### config.mk
export PLATFORM = sky130hd
export DESIGN_NAME = indirect_addressing_status_flags
export DESIGN_NICKNAME = d
export VERILOG_FILES = /design/src/common/iaddr_pkg.sv /design/src/hw/indirect_addressing_status_flags.sv
export SDC_FILE = /design/constraint.sdc
export NUM_CORES = 1
export LEC_CHECK = 0
export BUFFER_PORTS_ARGS = -buffer_cell sky130_fd_sc_hd__buf_2
export CAP_MARGIN = 20
export CELL_PAD_IN_SITES_DETAIL_PLACEMENT = 1
export CELL_PAD_IN_SITES_GLOBAL_PLACEMENT = 2
export CORE_ASPECT_RATIO = 1.25
export CORE_MARGIN = 8
export CORE_UTILIZATION = 32
export CTS_CLUSTER_DIAMETER = 50
export DETAILED_ROUTE_END_ITERATION = 6
export GPL_TIMING_DRIVEN = 1
export PLACE_DENSITY_LB_ADDON = 0.25
export SKIP_LAST_GASP = 1
export SLEW_MARGIN = 30
export SYNTH_ARGS = -nofsm -noshare
export SYNTH_HDL_FRONTEND = slang
export SYNTH_SLANG_ARGS = --single-unit
### constraint.sdc
create_clock -name aclk -period 4.6 [get_ports aclk]
set_input_delay 0.46 -clock aclk [delete_from_list [all_inputs] [get_ports aclk]]
set_output_delay 0.46 -clock aclk [all_outputs]
set_load 0.01 [all_outputs]
### src/common/iaddr_pkg.sv
package iaddr_pkg;
	// Core data space
	localparam int ADDR_W = 12;
	localparam int DATA_W = 8;
	localparam int NUM_PTR = 3;
	localparam logic [ADDR_W-1:0] PTR_STEP = 12'h001;
	// Core-side addresses of the ports, pointer bytes and flag register
	localparam logic [ADDR_W-1:0] PORT_BASE = 12'hFC0;
	localparam logic [2:0] PORT_SEL_MAX = 3'h4;
	localparam logic [1:0] PTR_IDX_NONE = 2'h3;
	localparam logic [ADDR_W-1:0] PTR_BASE = 12'hFE0;
	localparam logic [ADDR_W-1:0] FLAG_ADDR = 12'hFF0;
	// Flag positions in the flag register
	localparam int FLAG_W = 5;
	localparam int FLAG_C = 0;
	localparam int FLAG_DC = 1;
	localparam int FLAG_Z = 2;
	localparam int FLAG_OV = 3;
	localparam int FLAG_N = 4;
	localparam logic [FLAG_W-1:0] FLAG_RESET = 5'h00;
	localparam logic [FLAG_W-1:0] MASK_ALL = 5'h1F;
	localparam logic [FLAG_W-1:0] MASK_NZ = 5'h14;
	localparam logic [FLAG_W-1:0] MASK_ROT = 5'h17;
	localparam logic [ADDR_W-1:0] PTR_RESET = 12'h000;
	// Bus register offsets and responses
	localparam logic [7:0] OFF_PTR0 = 8'h00;
	localparam logic [7:0] OFF_PTR1 = 8'h04;
	localparam logic [7:0] OFF_PTR2 = 8'h08;
	localparam logic [7:0] OFF_FLAGS = 8'h0C;
	localparam logic [1:0] RESP_OKAY = 2'h0;
	localparam logic [1:0] RESP_SLVERR = 2'h2;

	typedef enum logic [2:0] {SEL_PLAIN, SEL_POST_DEC, SEL_POST_INC,
		SEL_PRE_INC, SEL_INDEXED} port_sel_t;
	typedef enum logic [2:0] {ALU_NONE, ALU_ADD, ALU_SUB, ALU_LOGIC,
		ALU_ROT_LEFT, ALU_ROT_RIGHT} alu_op_t;

	typedef struct packed {
		logic valid;
		logic write;
		logic [ADDR_W-1:0] addr;
		logic [DATA_W-1:0] wdata;
		logic [DATA_W-1:0] working_register;
	} core_req_t;
	typedef struct packed {
		logic valid;
		logic [DATA_W-1:0] data;
	} core_rsp_t;
	typedef struct packed {
		logic valid;
		logic write;
		logic [ADDR_W-1:0] addr;
		logic [DATA_W-1:0] wdata;
	} mem_cmd_t;
	typedef struct packed {
		alu_op_t op;
		logic [DATA_W-1:0] a;
		logic [DATA_W-1:0] b;
		logic [DATA_W-1:0] logic_result;
	} alu_req_t;
	typedef struct packed {
		logic valid;
		logic from_mem;
		logic [DATA_W-1:0] data;
	} stage_t;
endpackage : iaddr_pkg

### src/hw/indirect_addressing_status_flags.sv
`timescale 1ns/1ps
module indirect_addressing_status_flags #(
	parameter int AXI_ADDR_W = 8
) (
	input wire logic aclk,
	input wire logic aresetn,
	input wire iaddr_pkg::core_req_t core_req,
	input wire iaddr_pkg::alu_req_t alu_req,
	output iaddr_pkg::core_rsp_t core_rsp,
	output logic [iaddr_pkg::DATA_W-1:0] alu_result,
	output logic [iaddr_pkg::FLAG_W-1:0] flags,
	output iaddr_pkg::mem_cmd_t mem_cmd,
	input wire logic [iaddr_pkg::DATA_W-1:0] mem_rdata,
	input wire logic [AXI_ADDR_W-1:0] s_axi_awaddr,
	input wire logic s_axi_awvalid,
	output logic s_axi_awready,
	input wire logic [31:0] s_axi_wdata,
	input wire logic [3:0] s_axi_wstrb,
	input wire logic s_axi_wvalid,
	output logic s_axi_wready,
	output logic [1:0] s_axi_bresp,
	output logic s_axi_bvalid,
	input wire logic s_axi_bready,
	input wire logic [AXI_ADDR_W-1:0] s_axi_araddr,
	input wire logic s_axi_arvalid,
	output logic s_axi_arready,
	output logic [31:0] s_axi_rdata,
	output logic [1:0] s_axi_rresp,
	output logic s_axi_rvalid,
	input wire logic s_axi_rready
);
	import iaddr_pkg::*;

	// Register offsets must fit the address width
	if (AXI_ADDR_W < 8)
	begin : g_bad_width
		$error("AXI_ADDR_W too small for the register map");
	end

	typedef struct packed {
		logic hit;
		logic [1:0] idx;
		port_sel_t sel;
	} port_hit_t;
	typedef struct packed {
		logic [NUM_PTR-1:0][ADDR_W-1:0] ptr;
		logic [FLAG_W-1:0] flags;
		logic [DATA_W-1:0] alu_result;
		mem_cmd_t mem;
		stage_t s1;
		stage_t s2;
		core_rsp_t rsp;
		logic aw_held;
		logic w_held;
		logic [AXI_ADDR_W-1:0] awaddr;
		logic [31:0] wdata;
		logic [3:0] wstrb;
		logic bvalid;
		logic [1:0] bresp;
		logic rvalid;
		logic [31:0] rdata;
		logic [1:0] rresp;
	} state_t;
	state_t st, next_state;

	// Port window decode, used for the request and for its target
	function automatic port_hit_t port_decode(input logic [ADDR_W-1:0] a);
		port_hit_t p;
		p.hit = (a[11:5] == PORT_BASE[11:5]) && (a[4:3] != PTR_IDX_NONE)
			&& (a[2:0] <= PORT_SEL_MAX);
		p.idx = a[4:3];
		p.sel = port_sel_t'(a[2:0]);
		return p;
	endfunction : port_decode

	// Flag values and affected mask of one ALU operation
	function automatic logic [DATA_W+2*FLAG_W-1:0] alu_eval(input alu_req_t r,
		input logic cin);
		logic [DATA_W-1:0] bop;
		logic [DATA_W:0] sum;
		logic [4:0] low;
		logic [DATA_W-1:0] res;
		logic [FLAG_W-1:0] f, m;
		bop = (r.op == ALU_SUB) ? ~r.b : r.b;
		sum = {1'b0, r.a} + {1'b0, bop} + {8'h00, r.op == ALU_SUB};
		low = {1'b0, r.a[3:0]} + {1'b0, bop[3:0]} + {4'h0, r.op == ALU_SUB};
		res = sum[DATA_W-1:0];
		f = FLAG_RESET;
		m = FLAG_RESET;
		case (r.op)
			ALU_ADD, ALU_SUB:
			begin
				m = MASK_ALL;
				f[FLAG_C] = sum[DATA_W];
				f[FLAG_DC] = low[4];
				f[FLAG_OV] = (r.a[7] == bop[7]) && (res[7] != r.a[7]);
			end
			ALU_LOGIC:
			begin
				m = MASK_NZ;
				res = r.logic_result;
			end
			ALU_ROT_LEFT:
			begin
				m = MASK_ROT;
				res = {r.a[6:0], cin};
				f[FLAG_C] = r.a[7];
				f[FLAG_DC] = r.a[3];
			end
			ALU_ROT_RIGHT:
			begin
				m = MASK_ROT;
				res = {cin, r.a[7:1]};
				f[FLAG_C] = r.a[0];
				f[FLAG_DC] = r.a[4];
			end
			default: m = FLAG_RESET;
		endcase
		f[FLAG_N] = res[7];
		f[FLAG_Z] = (res == 8'h00);
		return {res, f, m};
	endfunction : alu_eval

	port_hit_t req_port, tgt_port;
	logic [ADDR_W-1:0] base, eff_addr;
	logic loop_hit, ptr_byte_hit, flag_hit, axi_wr_now;
	logic [1:0] ptr_byte_idx;
	logic [DATA_W-1:0] alu_res;
	logic [FLAG_W-1:0] alu_flags, alu_mask;
	// Address formation for the current core request
	assign req_port = port_decode(core_req.addr);
	assign base = st.ptr[req_port.idx];
	always_comb
	begin
		eff_addr = core_req.addr;
		if (req_port.hit)
			case (req_port.sel)
				SEL_PRE_INC: eff_addr = base + PTR_STEP;
				SEL_INDEXED: eff_addr = base + {{4{core_req.working_register[7]}},
					core_req.working_register};
				default: eff_addr = base;
			endcase
	end
	assign tgt_port = port_decode(eff_addr);
	assign loop_hit = req_port.hit && tgt_port.hit;
	assign ptr_byte_hit = (eff_addr[11:3] == PTR_BASE[11:3])
		&& (eff_addr[2:1] != PTR_IDX_NONE);
	assign ptr_byte_idx = eff_addr[2:1];
	assign flag_hit = (eff_addr == FLAG_ADDR);
	assign {alu_res, alu_flags, alu_mask} = alu_eval(alu_req, st.flags[FLAG_C]);
	assign axi_wr_now = st.aw_held && st.w_held && !st.bvalid;

	// Next-state logic
	always_comb
	begin
		next_state = st;
		next_state.mem.valid = 1'b0;
		next_state.s1 = '0;
		next_state.s2 = st.s1;
		// Read answer three edges after the request
		next_state.rsp.valid = st.s2.valid;
		if (st.s2.valid)
			next_state.rsp.data = st.s2.from_mem ? mem_rdata : st.s2.data;
		// ALU flags, held back by a write that loops onto a port
		if (!(core_req.valid && core_req.write && loop_hit))
		begin
			next_state.flags = (st.flags & ~alu_mask) | (alu_flags & alu_mask);
			if (alu_req.op != ALU_NONE)
				next_state.alu_result = alu_res;
		end
		// Pointer stepping, flags untouched
		if (core_req.valid && req_port.hit)
			case (req_port.sel)
				SEL_POST_DEC: next_state.ptr[req_port.idx] = base - PTR_STEP;
				SEL_POST_INC: next_state.ptr[req_port.idx] = base + PTR_STEP;
				SEL_PRE_INC: next_state.ptr[req_port.idx] = eff_addr;
				default: next_state.ptr[req_port.idx] = base;
			endcase
		// Data access
		if (core_req.valid)
		begin
			if (loop_hit)
			begin
				if (!core_req.write)
				begin
					next_state.s1 = '{valid: 1'b1, from_mem: 1'b0, data: 8'h00};
					next_state.flags[FLAG_Z] = 1'b1;
				end
			end
			else if (ptr_byte_hit)
			begin
				if (core_req.write)
					next_state.ptr[ptr_byte_idx] = st.ptr[ptr_byte_idx];
				if (core_req.write && eff_addr[0])
					next_state.ptr[ptr_byte_idx][11:8] = core_req.wdata[3:0];
				else if (core_req.write)
					next_state.ptr[ptr_byte_idx][7:0] = core_req.wdata;
				else
					next_state.s1 = '{valid: 1'b1, from_mem: 1'b0,
						data: eff_addr[0] ? {4'h0, st.ptr[ptr_byte_idx][11:8]}
						: st.ptr[ptr_byte_idx][7:0]};
			end
			else if (flag_hit)
			begin
				if (core_req.write)
					next_state.flags = (core_req.wdata[FLAG_W-1:0] & ~alu_mask)
						| (next_state.flags & alu_mask);
				else
					next_state.s1 = '{valid: 1'b1, from_mem: 1'b0,
						data: {3'h0, st.flags}};
			end
			else
			begin
				next_state.mem = '{valid: 1'b1, write: core_req.write,
					addr: eff_addr, wdata: core_req.wdata};
				next_state.s1 = '{valid: !core_req.write, from_mem: 1'b1,
					data: 8'h00};
			end
		end
		// Bus write channel capture
		if (s_axi_awvalid && s_axi_awready)
		begin
			next_state.aw_held = 1'b1;
			next_state.awaddr = s_axi_awaddr;
		end
		if (s_axi_wvalid && s_axi_wready)
		begin
			next_state.w_held = 1'b1;
			next_state.wdata = s_axi_wdata;
			next_state.wstrb = s_axi_wstrb;
		end
		// Bus write takes effect after the core's own updates
		if (axi_wr_now)
		begin
			next_state.aw_held = 1'b0;
			next_state.w_held = 1'b0;
			next_state.bvalid = 1'b1;
			next_state.bresp = RESP_OKAY;
			case (st.awaddr[7:0] & 8'hFC)
				OFF_PTR0, OFF_PTR1, OFF_PTR2:
				begin
					if (st.wstrb[0])
						next_state.ptr[st.awaddr[3:2]][7:0] = st.wdata[7:0];
					if (st.wstrb[1])
						next_state.ptr[st.awaddr[3:2]][11:8] = st.wdata[11:8];
				end
				OFF_FLAGS:
					if (st.wstrb[0])
						next_state.flags = st.wdata[FLAG_W-1:0];
				default: next_state.bresp = RESP_SLVERR;
			endcase
			if (st.awaddr[AXI_ADDR_W-1:4] != '0)
				next_state.bresp = RESP_SLVERR;
		end
		if (st.bvalid && s_axi_bready)
			next_state.bvalid = 1'b0;
		// Bus read channel
		if (st.rvalid && s_axi_rready)
			next_state.rvalid = 1'b0;
		if (s_axi_arvalid && s_axi_arready)
		begin
			next_state.rvalid = 1'b1;
			next_state.rresp = RESP_OKAY;
			next_state.rdata = 32'h0000_0000;
			case (s_axi_araddr[7:0] & 8'hFC)
				OFF_PTR0, OFF_PTR1, OFF_PTR2:
					next_state.rdata[ADDR_W-1:0] = st.ptr[s_axi_araddr[3:2]];
				OFF_FLAGS: next_state.rdata[FLAG_W-1:0] = st.flags;
				default: next_state.rresp = RESP_SLVERR;
			endcase
			if (s_axi_araddr[AXI_ADDR_W-1:4] != '0)
				next_state.rresp = RESP_SLVERR;
		end
	end

	// State register
	always_ff @(posedge aclk)
	begin
		if (!aresetn)
		begin
			st <= '0;
			st.ptr <= {NUM_PTR{PTR_RESET}};
			st.flags <= FLAG_RESET;
		end
		else
			st <= next_state;
	end

	// Outputs
	assign core_rsp = st.rsp;
	assign alu_result = st.alu_result;
	assign flags = st.flags;
	assign mem_cmd = st.mem;
	assign s_axi_awready = !st.aw_held && !st.bvalid;
	assign s_axi_wready = !st.w_held && !st.bvalid;
	assign s_axi_bvalid = st.bvalid;
	assign s_axi_bresp = st.bresp;
	assign s_axi_arready = !st.rvalid;
	assign s_axi_rvalid = st.rvalid;
	assign s_axi_rdata = st.rdata;
	assign s_axi_rresp = st.rresp;
endmodule : indirect_addressing_status_flags

# --- Yosys cells after proc, flatten, opt, wreduce, memory -nomap -nowiden ---
# Index checks and enable logic that the tools add are counted.
totals:
  output_inout_bits: 85
  register_bits: 142
  word_cells: 207
op_classes:
  add_sub_neg: 7
  eq_ne: 24
  bitwise: 14
  n_reduce_logical: 47
  muxes: 79
  n_lt_le_gt_ge: 9
op_table:
  columns: ["op", "n"]
  rows:
  - ["36-bit 2-to-1 mux", 13]
  - ["36-bit bitwise mux", 9]
  - ["12-bit demux with 2-bit select", 6]
  - ["36-bit one-hot mux with 3 select lines", 1]
  - ["12-bit 2-to-1 mux", 8]
  - ["41-bit 2-to-1 mux", 2]
  - ["12-bit binary-select mux with 2-bit select", 3]
  - ["10-bit 2-to-1 mux", 7]
  - ["8-bit 2-to-1 mux", 6]
  - ["38-bit 2-to-1 mux", 1]
  - ["35-bit 2-to-1 mux", 1]
  - ["5-bit 2-to-1 mux", 5]
  - ["6-bit by 2-bit == test with 1-bit output, second input constant", 4]
  - ["8-bit zero test", 3]
  - ["12-bit one-hot mux with 2 select lines", 1]
  - ["8-bit one-hot mux with 3 select lines", 1]
  - ["1-bit logical AND", 23]
  - ["22-bit 2-to-1 mux", 1]
  - ["5-bit AND", 4]
  - ["5-bit one-hot mux with 3 select lines", 1]
  - ["7-bit == test, second input constant", 2]
  - ["13-bit 2-to-1 mux", 1]
  - ["12-bit by 1-bit adder with 12-bit output, second input constant", 1]
  - ["12-bit adder", 1]
  - ["other kinds (35)", 75]

# --- Depth between registers and ports, before layout ---
# Gate-level depths: netlist (run 1).
logic_depth:
  depth_word: 28
  depth_mapped: 21
  mapped_depth_nobuf: 17

# --- Worst setup path after synthesis (run 1) ---
# Ideal clock, no wire load.
synth_timing:
  path_type: "input to register"
  start: "input core_req[20] in the netlist's numbering"
  end: "register st[180] in the netlist's numbering"
  setup_time_ns: 0.075
  t_arrival_ns: 4.226
  n_path_buf: 2
  stages: 19
  slack_ns: 0.299
  path_cell_list: "buf_6 > mux2i_1 > a2bb2oi_2 > clkinv_1 > ha_1 > inv_1 > fa_1 > nor2b_1 > o2111ai_1 > nand2_1 > a311oi_1 > xor2_1 > o2111a_1 > nor4b_4 > and4_4 > and2_4 > buf_6 > mux2_2 > o21ai_0"
synth_between:
  elab_chain_cells: 28
synth_lines:
  columns: ["item", "line", "source"]
  rows:
  - ["from (decl)", "indirect_addressing_status_flags.sv:7", "input wire iaddr_pkg::core_req_t core_req,"]
  - ["12-bit binary-select mux with 2-bit select", "indirect_addressing_status_flags.sv:132", "assign base = st.ptr[req_port.idx];"]
  - ["12-bit 2-to-1 mux (implied by the code)", "indirect_addressing_status_flags.sv:132", null]
  - ["12-bit adder or 12-bit by 1-bit adder with 12-bit output (tied branches)", "indirect_addressing_status_flags.sv:139, indirect_addressing_status_flags.sv:138, indirect_addressing_status_flags.sv:175", null]
  - ["12-bit one-hot mux with 2 select lines", "indirect_addressing_status_flags.sv:137", "case (req_port.sel)"]
  - ["12-bit 2-to-1 mux", "indirect_addressing_status_flags.sv:136", "if (req_port.hit)"]
  - ["2-bit by 3-bit less-than comparator with 1-bit output (implied by the code) or 2-bit by 1-bit >= comparator with 1-bit output (tied branches)", "indirect_addressing_status_flags.sv:193, indirect_addressing_status_flags.sv:195", null]
  - ["1-bit logical AND (implied by the code)", "indirect_addressing_status_flags.sv:193, indirect_addressing_status_flags.sv:195", null]
  - ["12-bit 2-to-1 mux (implied by the code)", "indirect_addressing_status_flags.sv:193", "next_state.ptr[ptr_byte_idx] = st.ptr[ptr_byte_idx];"]
  - ["[... 12 more ...]", null, null]
  - ["36-bit bitwise mux", "indirect_addressing_status_flags.sv:243", "next_state.ptr[st.awaddr[3:2]][7:0] = st.wdata[7:0];"]
  - ["36-bit 2-to-1 mux", "indirect_addressing_status_flags.sv:242", "if (st.wstrb[0])"]
  - ["36-bit 2-to-1 mux", "indirect_addressing_status_flags.sv:239", "case (st.awaddr[7:0] & 8'hFC)"]
  - ["36-bit 2-to-1 mux", "indirect_addressing_status_flags.sv:233", "if (axi_wr_now)"]
  - ["36-bit bitwise mux", "indirect_addressing_status_flags.sv:245", "next_state.ptr[st.awaddr[3:2]][11:8] = st.wdata[11:8];"]
  - ["36-bit 2-to-1 mux", "indirect_addressing_status_flags.sv:244", "if (st.wstrb[1])"]
  - ["36-bit 2-to-1 mux", "indirect_addressing_status_flags.sv:239", null]
  - ["41-bit 2-to-1 mux *", "indirect_addressing_status_flags.sv:233", null]
  - ["to (signal assigned)", "indirect_addressing_status_flags.sv:286", "st <= next_state;"]
  - ["to (decl)", "indirect_addressing_status_flags.sv:64", "state_t st, next_state;"]
# Every way passes the cells marked *; elsewhere a longest branch is shown, timed or not. The select of a mux whose other input is x is not followed.
# A chain may end at the register's enable or synchronous reset.

# --- Worst setup path in the final report (run 1) ---
layout_timing:
  start: "register st[148] in the netlist's numbering"
  end: "register st[164] in the netlist's numbering"
layout_between:
  elab_chain_cells: 28
layout_lines:
  columns: ["item", "line"]
  rows:
  - ["12-bit binary-select mux with 2-bit select *", "indirect_addressing_status_flags.sv:132"]
  - ["12-bit 2-to-1 mux (implied by the code) *", "indirect_addressing_status_flags.sv:132"]
  - ["12-bit adder or 12-bit by 1-bit adder with 12-bit output (tied branches)", "indirect_addressing_status_flags.sv:139, indirect_addressing_status_flags.sv:138, indirect_addressing_status_flags.sv:175"]
  - ["12-bit one-hot mux with 2 select lines", "indirect_addressing_status_flags.sv:137"]
  - ["12-bit 2-to-1 mux", "indirect_addressing_status_flags.sv:136"]
  - ["2-bit by 3-bit less-than comparator with 1-bit output (implied by the code) or 2-bit by 1-bit >= comparator with 1-bit output (tied branches)", "indirect_addressing_status_flags.sv:193, indirect_addressing_status_flags.sv:197"]
  - ["1-bit logical AND (implied by the code)", "indirect_addressing_status_flags.sv:193, indirect_addressing_status_flags.sv:197"]
  - ["12-bit 2-to-1 mux (implied by the code)", "indirect_addressing_status_flags.sv:193"]
  - ["[... 12 more ...]", null]
  - ["36-bit bitwise mux", "indirect_addressing_status_flags.sv:243"]
  - ["36-bit 2-to-1 mux", "indirect_addressing_status_flags.sv:242"]
  - ["36-bit 2-to-1 mux", "indirect_addressing_status_flags.sv:239"]
  - ["36-bit 2-to-1 mux", "indirect_addressing_status_flags.sv:233"]
  - ["36-bit bitwise mux", "indirect_addressing_status_flags.sv:245"]
  - ["36-bit 2-to-1 mux", "indirect_addressing_status_flags.sv:244"]
  - ["36-bit 2-to-1 mux", "indirect_addressing_status_flags.sv:239"]
  - ["41-bit 2-to-1 mux *", "indirect_addressing_status_flags.sv:233"]
# Marks and branches as above.

==> flow_metrics.py, run 1 <==
metrics = {
    "setup_path": {
        "crit_type": "reg -> reg",
        "crit_fanout": 7,
        "end_kind": "register",
        "cp_top_family": "compound AO/OA/AOI/OAI gates",
        "cp-endpoint": "st[164]",
        "cp.required_ns": 4.89,
        "startpoint_type": "register",
        "critPathSlowestCell": "nor4b_4",
        "reg2regPathDepth": 18,
        "r2r_end": "st[164]",
        "worstSetupPathDepth": 18,
        "critPathLaunch": "st[148]",
        "crit_chain": "mux2i_1, a2bb2oi_2, clkinv_1, ha_1, inv_1, fa_1, nor2b_1, o2111ai_1, nand2_1, a311oi_1, xor2_1, o2111a_1, nor4b_4, and4_4, nand2_1, buf_4, mux2i_1, o22ai_1",
        "cp.buffers_inverters": 3,
        "arrival_ns": 4.57,
        "max_stage_delay_ns": 0.40,
        "r2r_slack_ns": 0.31,
        "r2r_start": "st[148]",
    },
    "yosys": {
        "netlist_area_mm2": 0.0104,
        "synth_edf_count": 0,
        "postSynthAreaPerCell_um2": 7.63,
        "ys_seq_area_share_pct": 26.6,
        "synth_cell_type_count": 102,
        "synthCells": 1363,
        "synthArstFlopShare_pct": 0,
        "synth_flop_cell": "dfxtp_1",
        "ys_seq_elements": 138,
        "yosysWarnings": 0,
    },
    "route": {
        "initialDrtViolationCount": 792,
        "vias_per_cell": 5.57,
        "firstDrtPassIters": 5,
        "ant_nets": 0,
        "remaining_drc_errors": 0,
        "drt-total-wl_um": 43400,
        "vias": 10708,
        "routedWlPerCell_um": 22.6,
    },
    "timing": {
        "skew_ns": 0.00956,
        "finalCritPeriodShare_pct": 93.2,
        "finalMaxSlewViolations": 0,
        "fmax_ghz": 0.233,
        "setup_ws_ns": 0.315,
        "layout_min_cycle_time_ns": 4.29,
        "rsz0062_at_grt": "no",
        "hold_viol_final": 0,
        "setup_violations": 0,
        "maxSlewHeadroom_pct": 38.9,
        "tightestPinTransition_ns": 0.914,
    },
    "clock_network": {
        "cts_setup_buffers": 0,
        "cts_buffers": 17,
        "htreeDepth": 4,
        "cts_sinks": 138,
        "clockRootBuffer": "clkbuf_16",
        "clkTransAtPathRegs_ns": 0.06,
        "cts_tree": "done",
        "clock_latency_ns": 0.43,
        "cts_buffer_depth": 2,
    },
    "global_routing": {
        "overflow": 0,
        "grt_pass1_vias": 11203,
        "antenna_found_initial": 1,
        "grt_pass1_wl_um": 66200,
        "grt_max_degree": 46,
        "grt_use_total_pct": 22.1,
    },
    "floorplan": {
        "start_util_pct": 32.2,
        "die_x_um": 177,
        "core_area_mm2": 0.0323,
        "pin_count": 209,
        "die-area_mm2": 0.0385,
        "die_h_um": 218,
        "rows": 74,
    },
    "final_layout": {
        "diodes": 0,
        "layout-drive-gt1-share_pct": 23.3,
        "syn_to_final_growth_pct": 17.6,
        "layout.nets": 1638,
        "final_cell_area_mm2": 0.0122,
        "multi_input_area_mm2": 0.00666,
        "num-fill-cells": 3948,
        "seqCellArea_mm2": 0.00276,
    },
    "placed_design": {
        "io_buffers": 160,
        "gp_congestion": 0.959,
        "hpwl_um": 34500,
        "post-place-ws_ns": -0.0608,
        "post_dp_cell_area_mm2": 0.0116,
    },
    "hold_path": {
        "hold_path_class": "in -> reg",
    },
    "pwr": {
        "vdd_ir_drop_max_v": 0.000253,
        "leakage_nw": 5.02,
        "powerDensity_mw_per_mm2": 274,
    },
    "outcome": {
        "status": "finished, final reports clean",
    },
    "job": {
        "maxCapViolations": 0,
    },
}
[worst min path at each step]
stage | startpoint | to | slack (ns) | cells after the start
floorplan | next_state[102] | next_state[92] | 0.41 | 1
global placement | next_state[101] | st[101] | 0.42 | 1
detailed placement | next_state[101] | st[101] | 0.42 | 1
CTS | s_axi_rready | s_axi_rvalid | 0.21 | 2
global route | s_axi_rready | s_axi_rvalid | 0.23 | 2
finish | s_axi_rready | s_axi_rvalid | 0.22 | 2
[cell type report]
class	count	area share [%]
clock buffer	20	3.57
clock inverter	11	1.61
inverter	26	0.819
multi-input combinational	1057	54.5
sequential	138	22.6
tap	418	4.28
timing repair buffer	252	12.6
[cells by family (layout without fill, tap and decap cells)]
family	count (synthesis)	count (layout)	synth area share [%]
xor+xnor	32	32	2.70
other cells	1	22	0.0361
mux	86	86	8.97
flops	138	138	26.6
buf+inv	190	309	10.4
compound gates	406	407	25.9
fa+ha+maj	22	22	2.79
simple gates	488	488	22.6
[stage by stage]
stage / std cells / utilization [%] / power [mW] / hold WS [ns] / setup TNS, ns
after global routing: 1922 / 37.8 / 3.48 / 0.230 / 0
final: 1922 / 37.8 / 3.35 / 0.222 / 0
after floorplan: 1384 / - / 1.68 / 0.412 / 0
after CTS: 1921 / 37.7 / 3.37 / 0.207 / 0
after detailed placement: 1890 / 35.8 / 1.88 / 0.423 / -0.524
after global placement: 1890 / 35.8 / 1.87 / 0.419 / 0
[power by group]
part	internal, mW	switching, mW	total [mW]
Sequential	1.24	0.0424	1.28
Combinational	0.212	0.357	0.569
Clock	0.959	0.535	1.49
[repair_timing]
action | CTS | global route
setup endpoints to repair | 0 | 13
hold endpoints to repair | 0 | 0
resized for setup | 0 | 2
hold buffers | 0 | 0
[metal layers]
| metal | part of all wire, % | vias up | global-route usage, % |
|---|---|---|---|
| li1 | - | 5100 | - |
| met1 | 41 | 5194 | 25.9 |
| met2 | 49 | 326 | 37.9 |
| met3 | 4.2 | 86 | 3.14 |
| met4 | 5.3 | 2 | 12.4 |
| met5 | 0.023 | - | 0 |
[registers in the layout (all words and copies together) (netlist names)]
| name | flops |
|---|---|
| flags | 5 |
| s_axi_bvalid | 1 |
| s_axi_rvalid | 1 |
| s_axi_rresp | 1 |
| alu_result | 8 |
| mem_cmd | 22 |
| s_axi_bresp | 1 |
| s_axi_rdata | 12 |
| next_state | 11 |
| st | 67 |
| core_rsp | 9 |
[layout by cell type (no fill, tap or decap), types with 8 or more instances in the layout]
master     count
nor2_1       139
o21ai_1        9
nor2b_1       10
xnor2_1       17
nand2b_1      13
dfxtp_1      138
a22oi_1       22
ha_1          20
a22o_1         9
clkbuf_16     17
nor4_1         9
a221oi_1       8
buf_4         88
o21ai_0       96
nor3_1        23
inv_1         17
nand3_1       37
a31oi_1       13
o31ai_1        8
nand2_1      170
or3_1          8
and2_1        20
a211oi_1      20
xor2_1        15
a21oi_1      109
mux2i_1       73
o22ai_1       17
conb_1        22
buf_2        160
a21o_1        11
o221ai_1      12
[synthesized netlist by cell type, types with 22 or more instances]
master | count | area share (%)
nand2_1 | 170 | 6.1
nor2_1 | 139 | 5.0
dfxtp_1 | 138 | 27
a21oi_1 | 109 | 5.2
o21ai_0 | 96 | 4.6
buf_4 | 81 | 5.8
mux2i_1 | 74 | 7.1
clkbuf_1 | 54 | 1.9
nand3_1 | 37 | 1.8
nor3_1 | 25 | 1.2
a22oi_1 | 22 | 1.6
Power figures use the tool's default switching activity.
==> run 2, diff against run 1 <==
Settings changed: BUFFER_PORTS_ARGS -buffer_cell sky130_fd_sc_hd__buf_2 to default, CORE_UTILIZATION 32 to 37, DONT_BUFFER_PORTS from default to 1.
==> run 2 against run 1 <==
Compared with the run above:
- design area down 9.3%
- clock power shrank 7%
- maximum frequency increased by 0.77%
- register-to-register slack improved by 0.03 ns
- global-route usage rose by 1.9 points
- sequential power hardly changed
- sequential cell count did not move
- cell count is 13% lower
- via count decreased by 6.1%
- combinational power shrank 28%
- non-clock buffer count shrank 182
- largest cell class unchanged
==> flow_metrics.py, run 2 (same netlist as run 1, synthesis figures left out) <==
metrics = {
    "pwr": {
        "leakage_nw": 4.20,
        "powerDensity_mw_per_mm2": 280,
        "vdd_ir_drop_max_v": 0.000257,
        "p_total_mw": 3.10,
    },
    "clock_network": {
        "clockRootBuffer": "clkbuf_16",
        "cts_tree": "done",
        "cts_buffer_depth": 2,
        "cts_buffers": 17,
        "cts_sinks": 138,
        "clkTransAtPathRegs_ns": 0.06,
        "htreeDepth": 4,
        "clock_latency_ns": 0.43,
        "hold_buffers": 0,
        "cts_setup_buffers": 0,
    },
    "final_layout": {
        "final_cell_mix": "170 x nand2_1, 139 x nor2_1, 138 x dfxtp_1, 109 x a21oi_1, 94 x o21ai_0",
        "top_register": "st",
        "largest_reg_flops": 67,
        "final_core_util_pct": 40.1,
        "layout-drive-gt1-share_pct": 12.7,
        "num-fill-cells": 3356,
        "diodes": 0,
        "layout_commonest_cell": "nand2_1",
        "layout.nets": 1455,
        "syn_to_final_growth_pct": 6.66,
    },
    "route": {
        "routedWlPerCell_um": 24.9,
        "vias_per_cell": 6.02,
        "initialDrtViolationCount": 583,
        "drt-total-wl_um": 41700,
        "ant_nets": 0,
        "firstDrtPassIters": 5,
        "vias": 10060,
        "remaining_drc_errors": 0,
    },
    "placed_design": {
        "gp_congestion": 0.954,
        "io_buffers": 0,
        "hpwl_um": 33100,
    },
    "setup_path": {
        "reg2regPathDepth": 17,
        "r2r_start": "st[148]",
        "r2r_end": "alu_result[2]",
        "critPathLaunch": "st[148]",
        "r2r_slack_ns": 0.35,
        "crit_type": "reg -> reg",
        "crit_fanout": 9,
        "cp-endpoint": "alu_result[2]",
        "end_kind": "register",
        "startpoint_type": "register",
        "cp.required_ns": 4.91,
        "arrival_ns": 4.56,
    },
    "floorplan": {
        "pin_count": 209,
        "die_x_um": 166,
        "start_util_pct": 37.6,
        "rows": 68,
        "die-area_mm2": 0.0338,
        "core_area_mm2": 0.0277,
        "die_h_um": 203,
    },
    "timing": {
        "hold_viol_final": 0,
        "setup_violations": 0,
        "tns_ns": 0,
        "maxSlewHeadroom_pct": 36.5,
        "finalMaxSlewViolations": 0,
        "tightestPinTransition_ns": 0.949,
        "finalCritPeriodShare_pct": 92.4,
        "rsz0062_at_grt": "no",
        "skew_ns": 0.0129,
        "layout_min_cycle_time_ns": 4.25,
        "fmax_ghz": 0.235,
    },
    "outcome": {
        "status": "finished, final reports clean",
    },
    "global_routing": {
        "grt_max_degree": 69,
        "grt_pass1_wl_um": 63500,
        "grt_pass1_vias": 10480,
        "antenna_found_initial": 0,
        "overflow": 0,
        "grt_use_total_pct": 24.0,
    },
    "job": {
        "maxCapViolations": 0,
    },
    "hold_path": {
        "hold_path_class": "in -> reg",
    },
}
run 2: cell types whose count changed in the layout (fill, tap and decap cells not counted), sizes merged:
| cell | before | now |
|---|---|---|
| buf | 252 | 70 |
| clkinv | 4 | 8 |
| bufinv | 5 | 2 |
| clkinvlp | 5 | 2 |
| inv | 23 | 26 |
| o31ai | 10 | 9 |
run 2: per-layer routing:
layer / vias up / wire [um] / track usage (%)
li1: 4728 / - / -
met1: 4909 / 16500 / 26.3
met2: 321 / 20700 / 42.8
met3: 102 / 2140 / 4.76
met4: 0 / 2320 / 13.8
met5: - / 0 / 0
run 2: worst min-delay path by stage:
stage	from	endpoint	slack, ns	cells past startpoint
6_report	s_axi_rready	s_axi_rvalid	0.13	1
5_1_grt	s_axi_rready	s_axi_rvalid	0.12	1
4_1_cts	s_axi_rready	s_axi_rvalid	0.12	1
3_5_place_dp	next_state[101]	st[101]	0.42	1
3_3_place_gp	next_state[101]	st[101]	0.42	1
2_1_floorplan	next_state[102]	next_state[92]	0.41	1
run 2: area by class of cell:
cell class	count	area [um^2]	area share (%)
Multi-Input combinational cell	1056	6650	60.0
Sequential cell	138	2760	24.9
Timing Repair Buffer	70	551	4.97
Clock buffer	20	447	4.03
Tap cell	350	438	3.95
Clock inverter	12	140	1.26
Inverter	26	100	0.903
run 2: report_power, final:
part           total (mW)  switching, mW  internal, mW  leakage [nW]
sequential           1.31         0.0643          1.24          1.12
clock                1.39          0.567         0.820         0.283
combinational       0.411          0.256         0.154          2.79
total                3.10          0.887          2.22          4.20
run 2: timing repair:
| action | in CTS | in global routing |
|---|---|---|
| setup endpoints to repair | 0 | 52 |
| gates resized for setup | 0 | 4 |
| hold endpoints to repair | 0 | 0 |
run 2: stage by stage:
step | area [um^2] | hold slack (ns) | worst slack [ns] | cells
after floorplan | 10500 | 0.412 | 0.299 | 1384
final | 11100 | 0.127 | 0.348 | 1672
after CTS | 11100 | 0.119 | 0.192 | 1672
after global placement | 10500 | 0.416 | 0.125 | 1640
after global routing | 11100 | 0.118 | 0.00312 | 1672
after detailed placement | 10500 | 0.424 | 0.0263 | 1640
run 2: critical path, cell delays in order, from the launching register on:
cell	delay, ns
dfxtp_1	0.41
mux2i_1	0.16
a2bb2oi_2	0.17
clkinv_1	0.08
ha_1	0.18
inv_1	0.07
fa_1	0.40
nor2b_1	0.22
buf_4	0.16
o22ai_1	0.08
xor2_1	0.16
nor2_1	0.06
o32a_2	0.50
a2111oi_2	0.64
nand4_4	0.27
o31ai_4	0.22
mux2i_1	0.27
nor2_1	0.06
